--- config.mk ---
export PLATFORM = sky130hd
export DESIGN_NAME = pci_dsp_memory_window_decode
export DESIGN_NICKNAME = d
export VERILOG_FILES = /design/src/pkg/win_decode_pkg.sv /design/src/rtl/win_region_decode.sv /design/src/rtl/pci_dsp_memory_window_decode.sv
export SDC_FILE = /design/constraint.sdc
export NUM_CORES = 1
export LEC_CHECK = 0
export BUFFER_PORTS_ARGS = -buffer_cell sky130_fd_sc_hd__buf_2
export CAP_MARGIN = 20
export CORE_MARGIN = 8
export CORE_UTILIZATION = 52
export CTS_CLUSTER_DIAMETER = 30
export DETAILED_ROUTE_END_ITERATION = 8
export GPL_TIMING_DRIVEN = 1
export PLACE_DENSITY = 0.81
export SLEW_MARGIN = 20
export SYNTH_ARGS = -nofsm -noshare
export SYNTH_HDL_FRONTEND = slang
export SYNTH_SLANG_ARGS = --single-unit
export TNS_END_PERCENT = 20
--- constraint.sdc ---
create_clock -name clk_i -period 2.75 [get_ports clk_i]
set_input_delay 0.275 -clock clk_i [delete_from_list [all_inputs] [get_ports clk_i]]
set_output_delay 0.275 -clock clk_i [all_outputs]
set_load 0.05 [all_outputs]
--- src/pkg/win_decode_pkg.sv ---
package win_decode_pkg;

    localparam int          ADDR_W      = 20;
    localparam int          DATA_W      = 32;
    localparam int          LOC_W       = 16;
    localparam int          FUNC_N      = 3;

    // 24-bit window region bases and tops (byte offsets)
    localparam logic [19:0] W24_C0_DATA_LO = 20'h00000;
    localparam logic [19:0] W24_C0_DATA_HI = 20'h3FFFC;
    localparam logic [19:0] W24_C0_PRAM_LO = 20'h40000;
    localparam logic [19:0] W24_C0_PRAM_HI = 20'h4FFFC;
    localparam logic [19:0] W24_C0_PROM_LO = 20'h50000;
    localparam logic [19:0] W24_C0_PROM_HI = 20'h53FFC;
    localparam logic [19:0] W24_C1_DATA_LO = 20'h80000;
    localparam logic [19:0] W24_C1_DATA_HI = 20'h9FFFC;
    localparam logic [19:0] W24_C1_PRAM_LO = 20'hC0000;
    localparam logic [19:0] W24_C1_PRAM_HI = 20'hCFFFC;
    localparam logic [19:0] W24_C1_PROM_LO = 20'hD0000;
    localparam logic [19:0] W24_C1_PROM_HI = 20'hD3FFC;

    // 16-bit window region bases and tops (byte offsets)
    localparam logic [19:0] W16_C0_DATA_LO = 20'h00000;
    localparam logic [19:0] W16_C0_DATA_HI = 20'h1FFFC;
    localparam logic [19:0] W16_C0_PRAM_LO = 20'h20000;
    localparam logic [19:0] W16_C0_PRAM_HI = 20'h27FFC;
    localparam logic [19:0] W16_C0_PROM_LO = 20'h28000;
    localparam logic [19:0] W16_C0_PROM_HI = 20'h29FFC;
    localparam logic [19:0] W16_C1_DATA_LO = 20'h40000;
    localparam logic [19:0] W16_C1_DATA_HI = 20'h4FFFC;
    localparam logic [19:0] W16_C1_PRAM_LO = 20'h60000;
    localparam logic [19:0] W16_C1_PRAM_HI = 20'h67FFC;
    localparam logic [19:0] W16_C1_PROM_LO = 20'h68000;
    localparam logic [19:0] W16_C1_PROM_HI = 20'h69FFC;

    // byte lane positions
    localparam int          LANE0       = 0;
    localparam int          LANE1       = 8;
    localparam int          LANE2       = 16;
    localparam int          LANE3       = 24;

    // memory select codes on the DSP side
    typedef enum logic [2:0] {
        MEM_NONE      = 3'h0,
        MEM_DATA      = 3'h1,
        MEM_PRAM      = 3'h2,
        MEM_PROM      = 3'h3
    } mem_sel_t;

    typedef enum logic [3:0] {
        ST_IDLE       = 4'b0001,
        ST_MEM        = 4'b0010,
        ST_WAIT       = 4'b0100,
        ST_DONE       = 4'b1000
    } state_t;

endpackage

--- src/rtl/win_region_decode.sv ---
`timescale 1ns/100ps
module win_region_decode
    import win_decode_pkg::*;
(
    input  wire logic [19:0]  offset_i,
    input  wire logic         packed_i,
    output mem_sel_t          sel_o,
    output logic              core_o,
    output logic [15:0]       index_o,
    output logic              wide_o
);
    import win_decode_pkg::*;

    function automatic logic in_range(input logic [19:0] a, input logic [19:0] lo, input logic [19:0] hi);
        // bits 1:0 only pick a byte lane, so an unaligned offset must not fall out of its region
        in_range = ({a[19:2], 2'b00} >= lo) && ({a[19:2], 2'b00} <= hi);
    endfunction

    // word index is offset minus base over the step of one 32-bit word
    function automatic logic [15:0] word_idx(input logic [19:0] a, input logic [19:0] lo);
        logic [19:0] diff;
        diff = a - lo;
        word_idx = diff[17:2];
    endfunction

    always_comb begin
        sel_o   = MEM_NONE;
        core_o  = 1'b0;
        index_o = 16'h0000;
        wide_o  = 1'b0;
        if (!packed_i) begin
            if (in_range(offset_i, W24_C0_DATA_LO, W24_C0_DATA_HI)) begin // RULE1 RULE3
                sel_o   = MEM_DATA;
                index_o = word_idx(offset_i, W24_C0_DATA_LO);
            end else if (in_range(offset_i, W24_C0_PRAM_LO, W24_C0_PRAM_HI)) begin // RULE5
                sel_o   = MEM_PRAM;
                wide_o  = 1'b1;
                index_o = word_idx(offset_i, W24_C0_PRAM_LO);
            end else if (in_range(offset_i, W24_C0_PROM_LO, W24_C0_PROM_HI)) begin // RULE6
                sel_o   = MEM_PROM;
                wide_o  = 1'b1;
                index_o = word_idx(offset_i, W24_C0_PROM_LO);
            end else if (in_range(offset_i, W24_C1_DATA_LO, W24_C1_DATA_HI)) begin // RULE7
                sel_o   = MEM_DATA;
                core_o  = 1'b1;
                index_o = word_idx(offset_i, W24_C1_DATA_LO);
            end else if (in_range(offset_i, W24_C1_PRAM_LO, W24_C1_PRAM_HI)) begin // RULE8
                sel_o   = MEM_PRAM;
                core_o  = 1'b1;
                wide_o  = 1'b1;
                index_o = word_idx(offset_i, W24_C1_PRAM_LO);
            end else if (in_range(offset_i, W24_C1_PROM_LO, W24_C1_PROM_HI)) begin // RULE9
                sel_o   = MEM_PROM;
                core_o  = 1'b1;
                wide_o  = 1'b1;
                index_o = word_idx(offset_i, W24_C1_PROM_LO);
            end
        end else begin
            // index counts pairs; the caller adds the half-word bit
            if (in_range(offset_i, W16_C0_DATA_LO, W16_C0_DATA_HI)) begin // RULE11
                sel_o   = MEM_DATA;
                index_o = word_idx(offset_i, W16_C0_DATA_LO);
            end else if (in_range(offset_i, W16_C0_PRAM_LO, W16_C0_PRAM_HI)) begin
                sel_o   = MEM_PRAM;
                wide_o  = 1'b1;
                index_o = word_idx(offset_i, W16_C0_PRAM_LO);
            end else if (in_range(offset_i, W16_C0_PROM_LO, W16_C0_PROM_HI)) begin
                sel_o   = MEM_PROM;
                wide_o  = 1'b1;
                index_o = word_idx(offset_i, W16_C0_PROM_LO);
            end else if (in_range(offset_i, W16_C1_DATA_LO, W16_C1_DATA_HI)) begin
                sel_o   = MEM_DATA;
                core_o  = 1'b1;
                index_o = word_idx(offset_i, W16_C1_DATA_LO);
            end else if (in_range(offset_i, W16_C1_PRAM_LO, W16_C1_PRAM_HI)) begin
                sel_o   = MEM_PRAM;
                core_o  = 1'b1;
                wide_o  = 1'b1;
                index_o = word_idx(offset_i, W16_C1_PRAM_LO);
            end else if (in_range(offset_i, W16_C1_PROM_LO, W16_C1_PROM_HI)) begin
                sel_o   = MEM_PROM;
                core_o  = 1'b1;
                wide_o  = 1'b1;
                index_o = word_idx(offset_i, W16_C1_PROM_LO);
            end
        end
    end

endmodule

--- src/rtl/pci_dsp_memory_window_decode.sv ---
`timescale 1ns/100ps
// Functional notes
// RULE1: 24-bit window: one DSP location per aligned 32-bit word, step four bytes.
// RULE2: 24-bit window 16-bit data: bits 15:8 lane 2, bits 7:0 lane 1.
// RULE3: 24-bit window offsets 0 to 0x3FFFC are first core data blocks 0-3.
// RULE4: 24-bit window 24-bit program data on lanes 2,1,0; lane 3 unused.
// RULE5: 24-bit window 0x40000-0x4FFFC is first core program RAM.
// RULE6: 24-bit window 0x50000-0x53FFC first core ROM; up to 0x7FFFC reserved.
// RULE7: 24-bit window 0x80000-0x9FFFC is second core data RAM blocks.
// RULE8: 24-bit window 0xC0000-0xCFFFC second core program RAM; 0xA0000-0xBFFFC reserved.
// RULE9: 24-bit window 0xD0000-0xD3FFC second core ROM; rest to 0xFFFFC reserved.
// RULE10: 16-bit window packs two words: lanes 3,2 one word, lanes 1,0 other.
// RULE11: 16-bit window first core data blocks contiguous, 32 KB of window each.
// RULE12: 24-bit location via 16-bit window moves upper 16 bits, lowest 8 ignored.
// RULE13: answer window accesses only while the function's memory enable is set.
// RULE14: reserved offsets read zero; writes there are dropped.
module pci_dsp_memory_window_decode
    import win_decode_pkg::*;
#(
    parameter int FUNC_NUM = win_decode_pkg::FUNC_N
) (
    input  wire logic                      clk_i,
    input  wire logic                      reset_i,
    input  wire logic                      clk_en_i,
    // host side target access
    input  wire logic                      req_i,
    input  wire logic                      write_i,
    input  wire logic                      packed_i,
    input  wire logic [1:0]                func_i,
    input  wire logic [19:0]               offset_i,
    input  wire logic [31:0]               wdata_i,
    input  wire logic [3:0]                byte_en_i,
    input  wire logic [FUNC_NUM-1:0]       mem_enable_i,
    output logic                           ack_o,
    output logic                           claim_o,
    output logic [31:0]                    rdata_o,
    // DSP memory side
    output logic                           mem_req_o,
    output logic                           mem_we_o,
    output logic                           mem_core_o,
    output logic [2:0]                     mem_sel_o,
    output logic [16:0]                    mem_addr_o,
    output logic [23:0]                    mem_wdata_o,
    output logic [2:0]                     mem_byte_en_o,
    input  wire logic                      mem_ack_i,
    input  wire logic [23:0]               mem_rdata_i
);
    import win_decode_pkg::*;

    state_t          state_q;
    mem_sel_t        dec_sel;
    logic            dec_core;
    logic [15:0]     dec_index;
    logic            dec_wide;
    logic            func_en;
    logic            half_q;
    logic            two_q;
    logic            wide_q;
    logic            packed_q;
    logic            write_q;
    logic            core_q;
    mem_sel_t        sel_q;
    logic [15:0]     index_q;
    logic [31:0]     wdata_q;
    logic [3:0]      be_q;
    logic [31:0]     rdata_acc_q;

    win_region_decode u_decode (
        .offset_i (offset_i),
        .packed_i (packed_i),
        .sel_o    (dec_sel),
        .core_o   (dec_core),
        .index_o  (dec_index),
        .wide_o   (dec_wide)
    );

    assign func_en = (int'(func_i) < FUNC_NUM) ? mem_enable_i[func_i] : 1'b0; // RULE13

    // write data for one DSP location, from the host word and the half selected
    function automatic logic [23:0] pack_wr(input logic [31:0] w, input logic pk, input logic hi_half,
                                            input logic wide);
        logic [15:0] h;
        h = hi_half ? w[31:16] : w[15:0];
        if (!pk)
            pack_wr = wide ? w[23:0] : {8'h00, w[23:8]}; // RULE2 RULE4
        else
            pack_wr = wide ? {h, 8'h00} : {8'h00, h}; // RULE10 RULE12
    endfunction

    // byte enables on the DSP side from the host lanes
    function automatic logic [2:0] pack_be(input logic [3:0] be, input logic pk, input logic hi_half,
                                           input logic wide);
        logic [1:0] b;
        b = hi_half ? be[3:2] : be[1:0];
        if (!pk)
            pack_be = wide ? be[2:0] : {1'b0, be[2:1]};
        else
            pack_be = wide ? {b, 1'b0} : {1'b0, b}; // RULE12
    endfunction

    always_ff @(posedge clk_i) begin
        if (reset_i) begin
            state_q <= ST_IDLE;
        end else if (clk_en_i) begin
            unique case (state_q)
                ST_IDLE: begin
                    if (req_i && func_en) begin
                        state_q <= (dec_sel == MEM_NONE) ? ST_DONE : ST_MEM; // RULE14
                    end
                end
                ST_MEM: begin
                    state_q <= ST_WAIT;
                end
                ST_WAIT: begin
                    if (mem_ack_i) begin
                        state_q <= (packed_q && !two_q) ? ST_MEM : ST_DONE;
                    end
                end
                ST_DONE: begin
                    state_q <= ST_IDLE;
                end
                default: begin
                    state_q <= ST_IDLE;
                end
            endcase
        end
    end

    // latch the request; in the packed window two locations follow each other
    always_ff @(posedge clk_i) begin
        if (reset_i) begin
            write_q  <= 1'b0;
            packed_q <= 1'b0;
            core_q   <= 1'b0;
            sel_q    <= MEM_NONE;
            index_q  <= 16'h0000;
            wide_q   <= 1'b0;
            wdata_q  <= 32'h0000_0000;
            be_q     <= 4'h0;
            half_q   <= 1'b0;
            two_q    <= 1'b0;
        end else if (clk_en_i) begin
            if (state_q == ST_IDLE && req_i && func_en) begin
                write_q  <= write_i;
                packed_q <= packed_i;
                core_q   <= dec_core;
                sel_q    <= dec_sel;
                index_q  <= dec_index;
                wide_q   <= dec_wide;
                wdata_q  <= wdata_i;
                be_q     <= byte_en_i;
                half_q   <= 1'b0;
                two_q    <= 1'b0;
            end else if (state_q == ST_WAIT && mem_ack_i && packed_q && !two_q) begin
                half_q <= 1'b1; // RULE10
                two_q  <= 1'b1;
            end
        end
    end

    // DSP memory strobe; the lower half (lanes 1:0) is the even location
    always_ff @(posedge clk_i) begin
        if (reset_i) begin
            mem_req_o     <= 1'b0;
            mem_we_o      <= 1'b0;
            mem_core_o    <= 1'b0;
            mem_sel_o     <= MEM_NONE;
            mem_addr_o    <= 17'h00000;
            mem_wdata_o   <= 24'h000000;
            mem_byte_en_o <= 3'h0;
        end else if (clk_en_i) begin
            mem_req_o <= 1'b0;
            if (state_q == ST_MEM) begin
                mem_req_o     <= 1'b1;
                mem_we_o      <= write_q;
                mem_core_o    <= core_q;
                mem_sel_o     <= sel_q;
                mem_addr_o    <= packed_q ? {index_q, half_q} : {1'b0, index_q}; // RULE1 RULE11
                mem_wdata_o   <= pack_wr(wdata_q, packed_q, half_q, wide_q);
                mem_byte_en_o <= pack_be(be_q, packed_q, half_q, wide_q);
            end
        end
    end

    // read data assembly onto host lanes
    always_ff @(posedge clk_i) begin
        if (reset_i) begin
            rdata_acc_q <= 32'h0000_0000;
        end else if (clk_en_i) begin
            if (state_q == ST_IDLE) begin
                rdata_acc_q <= 32'h0000_0000; // RULE14
            end else if (state_q == ST_WAIT && mem_ack_i) begin
                if (!packed_q) begin
                    rdata_acc_q <= wide_q ? {8'h00, mem_rdata_i} // RULE4
                                          : {8'h00, mem_rdata_i[15:0], 8'h00}; // RULE2
                end else if (!half_q) begin
                    rdata_acc_q[15:0]  <= wide_q ? mem_rdata_i[23:8] : mem_rdata_i[15:0]; // RULE12
                end else begin
                    rdata_acc_q[31:16] <= wide_q ? mem_rdata_i[23:8] : mem_rdata_i[15:0]; // RULE10
                end
            end
        end
    end

    // answer: one-cycle ack with data; claim shows the access was accepted
    always_ff @(posedge clk_i) begin
        if (reset_i) begin
            ack_o   <= 1'b0;
            claim_o <= 1'b0;
            rdata_o <= 32'h0000_0000;
        end else if (clk_en_i) begin
            ack_o   <= (state_q == ST_DONE);
            claim_o <= (state_q == ST_IDLE) && req_i && func_en; // RULE13
            if (state_q == ST_DONE) begin
                rdata_o <= write_q ? 32'h0000_0000 : rdata_acc_q;
            end
        end
    end

endmodule

==> impl_metrics.toml <==
[run_status]
status = "complete, no violations"

[pwr]
pwr_density_cell_mw_per_mm2 = 542
p_leak_nw = 3.86
power.share.combinational_pct = 8.5
netSwitchingFraction_pct = 26.2
seqPwrFrac_pct = 48.0
power_switching_mw = 1.44
internal_power_mw = 4.05
p_clk_share_pct = 43.5
peakVddDrop_mv = 0.431

[yosys]
syn_area_mm2 = 0.00857
yosys_warnings = 0
synth.ff_latch_count = 178
synth_flop_cell = "dfxtp_1"
synth_edf_count = 0
synthesis.nets = 1174
syn_inst = 1075
yosysUniqueCellTypes = 69
syn_avg_cell_area_um2 = 7.97
ys_seq_area_share_pct = 41.6
async_flop_share_pct = 0

[die]
die_w_um = 144
row_count = 47
core_area_mm2 = 0.0163
start_util_pct = 52.4
die_y_um = 144
die-area_mm2 = 0.0208
io_pins = 176

[finish]
fillCellCount = 1500
post-route-util_pct = 61.9
num_antenna_cells = 0
layout-drive-gt1-share_pct = 21.5
synthToLayoutAreaGrowth_pct = 18.0
nets = 1303

[global_routing]
gr-total-overflow = 0
grt_pass1_vias = 7872
grt_max_degree = 66
grt_pass1_wl_um = 39600
antenna_found_initial = 1
grtUsageTotal_pct = 23.8

[timing]
min_period_ps = 2200
setup_viol = 0
slew_headroom_pct = 53.4
max_freq_ghz = 0.455
hold_viol = 0
fin_setup_tns_ps = 0
skew_ps = 9.67
slew_violations = 0
rsz0062_at_grt = "false"
worst_pin_slew_ps = 692
period_share_pct = 79.9

[setup_path]
critPathTopFamily = "simple AND/OR/NAND/NOR gates"
worst-path-max-fanout = 38
worst_path_max_delay_cell = "buf_4"
startpoint_type = "flip-flop"
worst-setup-path-type = "reg -> reg"
cp_cell_sequence = "nor2b_1, nand3_2, nor3_4, buf_4, nand2_1, a21oi_1"
critPathMaxStageDelay_ps = 480
critPathBufInv = 1
r2r_slack_ps = 550
reg2reg_depth = 6
required_ps = 3110
path_depth = 6
crit_path_end_kind = "flip-flop"
cp.arrival_ps = 2560

[cts]
cts_num_sinks = 178
post_cts.repair.setup_buffers = 0
clock_latency_ps = 430
cts_tree = "yes"
cts_htree_levels = 4
clockRootBuffer = "clkbuf_16"
cts_resized = 0
cts_hold_buf = 0
cts_buffers = 17
cts_buffer_depth = 2
path_clk_slew_ps = 70

[placed_design]
place_congestion = 0.880
place_hpwl_um = 17500
portBuffers = 172

[min_path]
min_path_cells = 3
hold_class = "in -> reg"

[routing]
via_per_inst = 5.82
ant_nets = 0
wl_um = 24900
firstDrtPassIters = 5
drc = 0
vias = 8370
drt_iter0_markers = 825
wl_per_cell_um = 17.3

[flow_run]
drv_cap = 0
-- logic make-up (layout without fill, tap and decap cells) --
| logic type | count (synthesis) | after routing | share of synthesized area [%] |
|---|---|---|---|
| and+or+nand+nor | 470 | 470 | 26.4 |
| AOI/OAI and AO/OA | 271 | 271 | 20.0 |
| DFF | 178 | 178 | 41.6 |
| buffers and inverters | 101 | 243 | 5.21 |
| muxes | 46 | 46 | 5.59 |
| adders and majority gates | 7 | 7 | 1.02 |
| other | 1 | 1 | 0.0437 |
| xor gates and xnor gates | 1 | 1 | 0.102 |
-- layout make-up --
type                    instances  area [um^2]  area share, %
clock buffers                  18          429           4.24
flip-flops and latches        178         3560           35.2
inverters                      12         45.0          0.445
repair buffers                199         1080           10.7
multi-input cells             796         4570           45.2
clock inverters                14          149           1.47
well taps                     220          275           2.72
-- worst min-delay path, delay by kind of cell --
family | cells | cell delay, ps
AND/OR/NAND/NOR | 1 | 50
buffers and inverters | 1 | 90
AO/OA/AOI/OAI | 1 | 50
-- metrics by stage --
stage | power [mW] | setup slack (ps) | hold slack, ps | cell area (um^2) | instances
2_1_floorplan | 2.98 | 519 | 411 | 8570 | 1075
3_3_place_gp | 3.15 | 308 | 439 | 9530 | 1404
3_5_place_dp | 3.15 | 253 | 446 | 9530 | 1404
4_1_cts | 5.51 | 571 | 63.4 | 10100 | 1436
5_1_grt | 5.68 | 384 | 66.6 | 10100 | 1437
6_report | 5.49 | 554 | 76.7 | 10100 | 1437
-- power groups by stage --
stage / registers [mW] / logic [mW] / clock network (mW)
5_1_grt: 2.64 / 0.513 / 2.53
6_report: 2.64 / 0.465 / 2.39
2_1_floorplan: 2.69 / 0.293 / 0
4_1_cts: 2.64 / 0.459 / 2.42
3_5_place_dp: 2.69 / 0.457 / 0
3_3_place_gp: 2.69 / 0.454 / 0
-- metal layers --
layer	up-vias	GRT usage [%]	share of wire [%]
met2	308	39.0	48
met4	2	9.64	2.6
met5	-	0	0.052
li1	4090	-	-
met1	3917	29.9	42
met3	53	5.05	7.2
-- registers in the layout, summed over array words and instances, names as in the netlist, 2 cells and up --
signal and cells:
sel_q 2, mem_wdata_o 24, mem_addr_o 17, mem_byte_en_o 3
wdata_q 32, rdata_acc_q 32, state_q 4, index_q 16
mem_sel_o 2, be_q 4, rdata_o 32
-- worst paths after layout --
kind	end	start
setup / recovery	wdata_q[12]$_SDFFE_PP0P_	state_q[0]$_SDFFE_PP1P_
hold / removal	wdata_q[19]$_SDFFE_PP0P_	wdata_i[19]
setup reg to reg	wdata_q[12]$_SDFFE_PP0P_	state_q[0]$_SDFFE_PP1P_
hold reg to reg	mem_core_o$_SDFFE_PP0P_	core_q$_SDFFE_PP0P_
-- synthesized netlist by cell type (14+ instances only) --
cell type    n  area share (%)
a211oi_1    36             3.2
mux2_2      15             2.0
a21oi_1    135             7.9
nand4_1     15             1.1
or4_1       14             1.2
nor2_1     127             5.6
nor3b_1     32             2.8
a31oi_1     18             1.3
mux2i_1     31             3.6
nand2_1    172             7.5
nand3_1     42             2.5
dfxtp_1    178              42
a21o_1      18             1.6
clkbuf_1    72             3.2
-- cell usage in the layout (no fill, tap or decap), types with 3 or more instances in the layout --
master | synthesis | routed
dfxtp_1 | 178 | 177
clkinv_4 | 0 | 4
inv_1 | 12 | 12
clkbuf_16 | 0 | 17
inv_8 | 0 | 4
ha_1 | 7 | 7
a31oi_1 | 18 | 18
o21ai_0 | 11 | 11
a221oi_1 | 4 | 4
nor3_1 | 13 | 13
nor3b_1 | 32 | 32
o2111ai_1 | 5 | 5
inv_6 | 0 | 3
mux2_2 | 15 | 15
nor4_1 | 6 | 6
nor2_1 | 127 | 127
buf_4 | 2 | 27
a21o_1 | 18 | 18
o211ai_1 | 8 | 8
nand4_1 | 15 | 15
buf_2 | 2 | 171
nand2_1 | 172 | 172
mux2i_1 | 31 | 31
a211oi_1 | 36 | 36
a22o_1 | 4 | 4
a22oi_1 | 7 | 7
nor4b_1 | 4 | 4
a21oi_1 | 135 | 135
nand3_1 | 42 | 42
or4_1 | 14 | 14
nor2b_1 | 11 | 11
nand3b_1 | 3 | 3
nand2b_1 | 12 | 12
(Power assumes the default switching activity.)
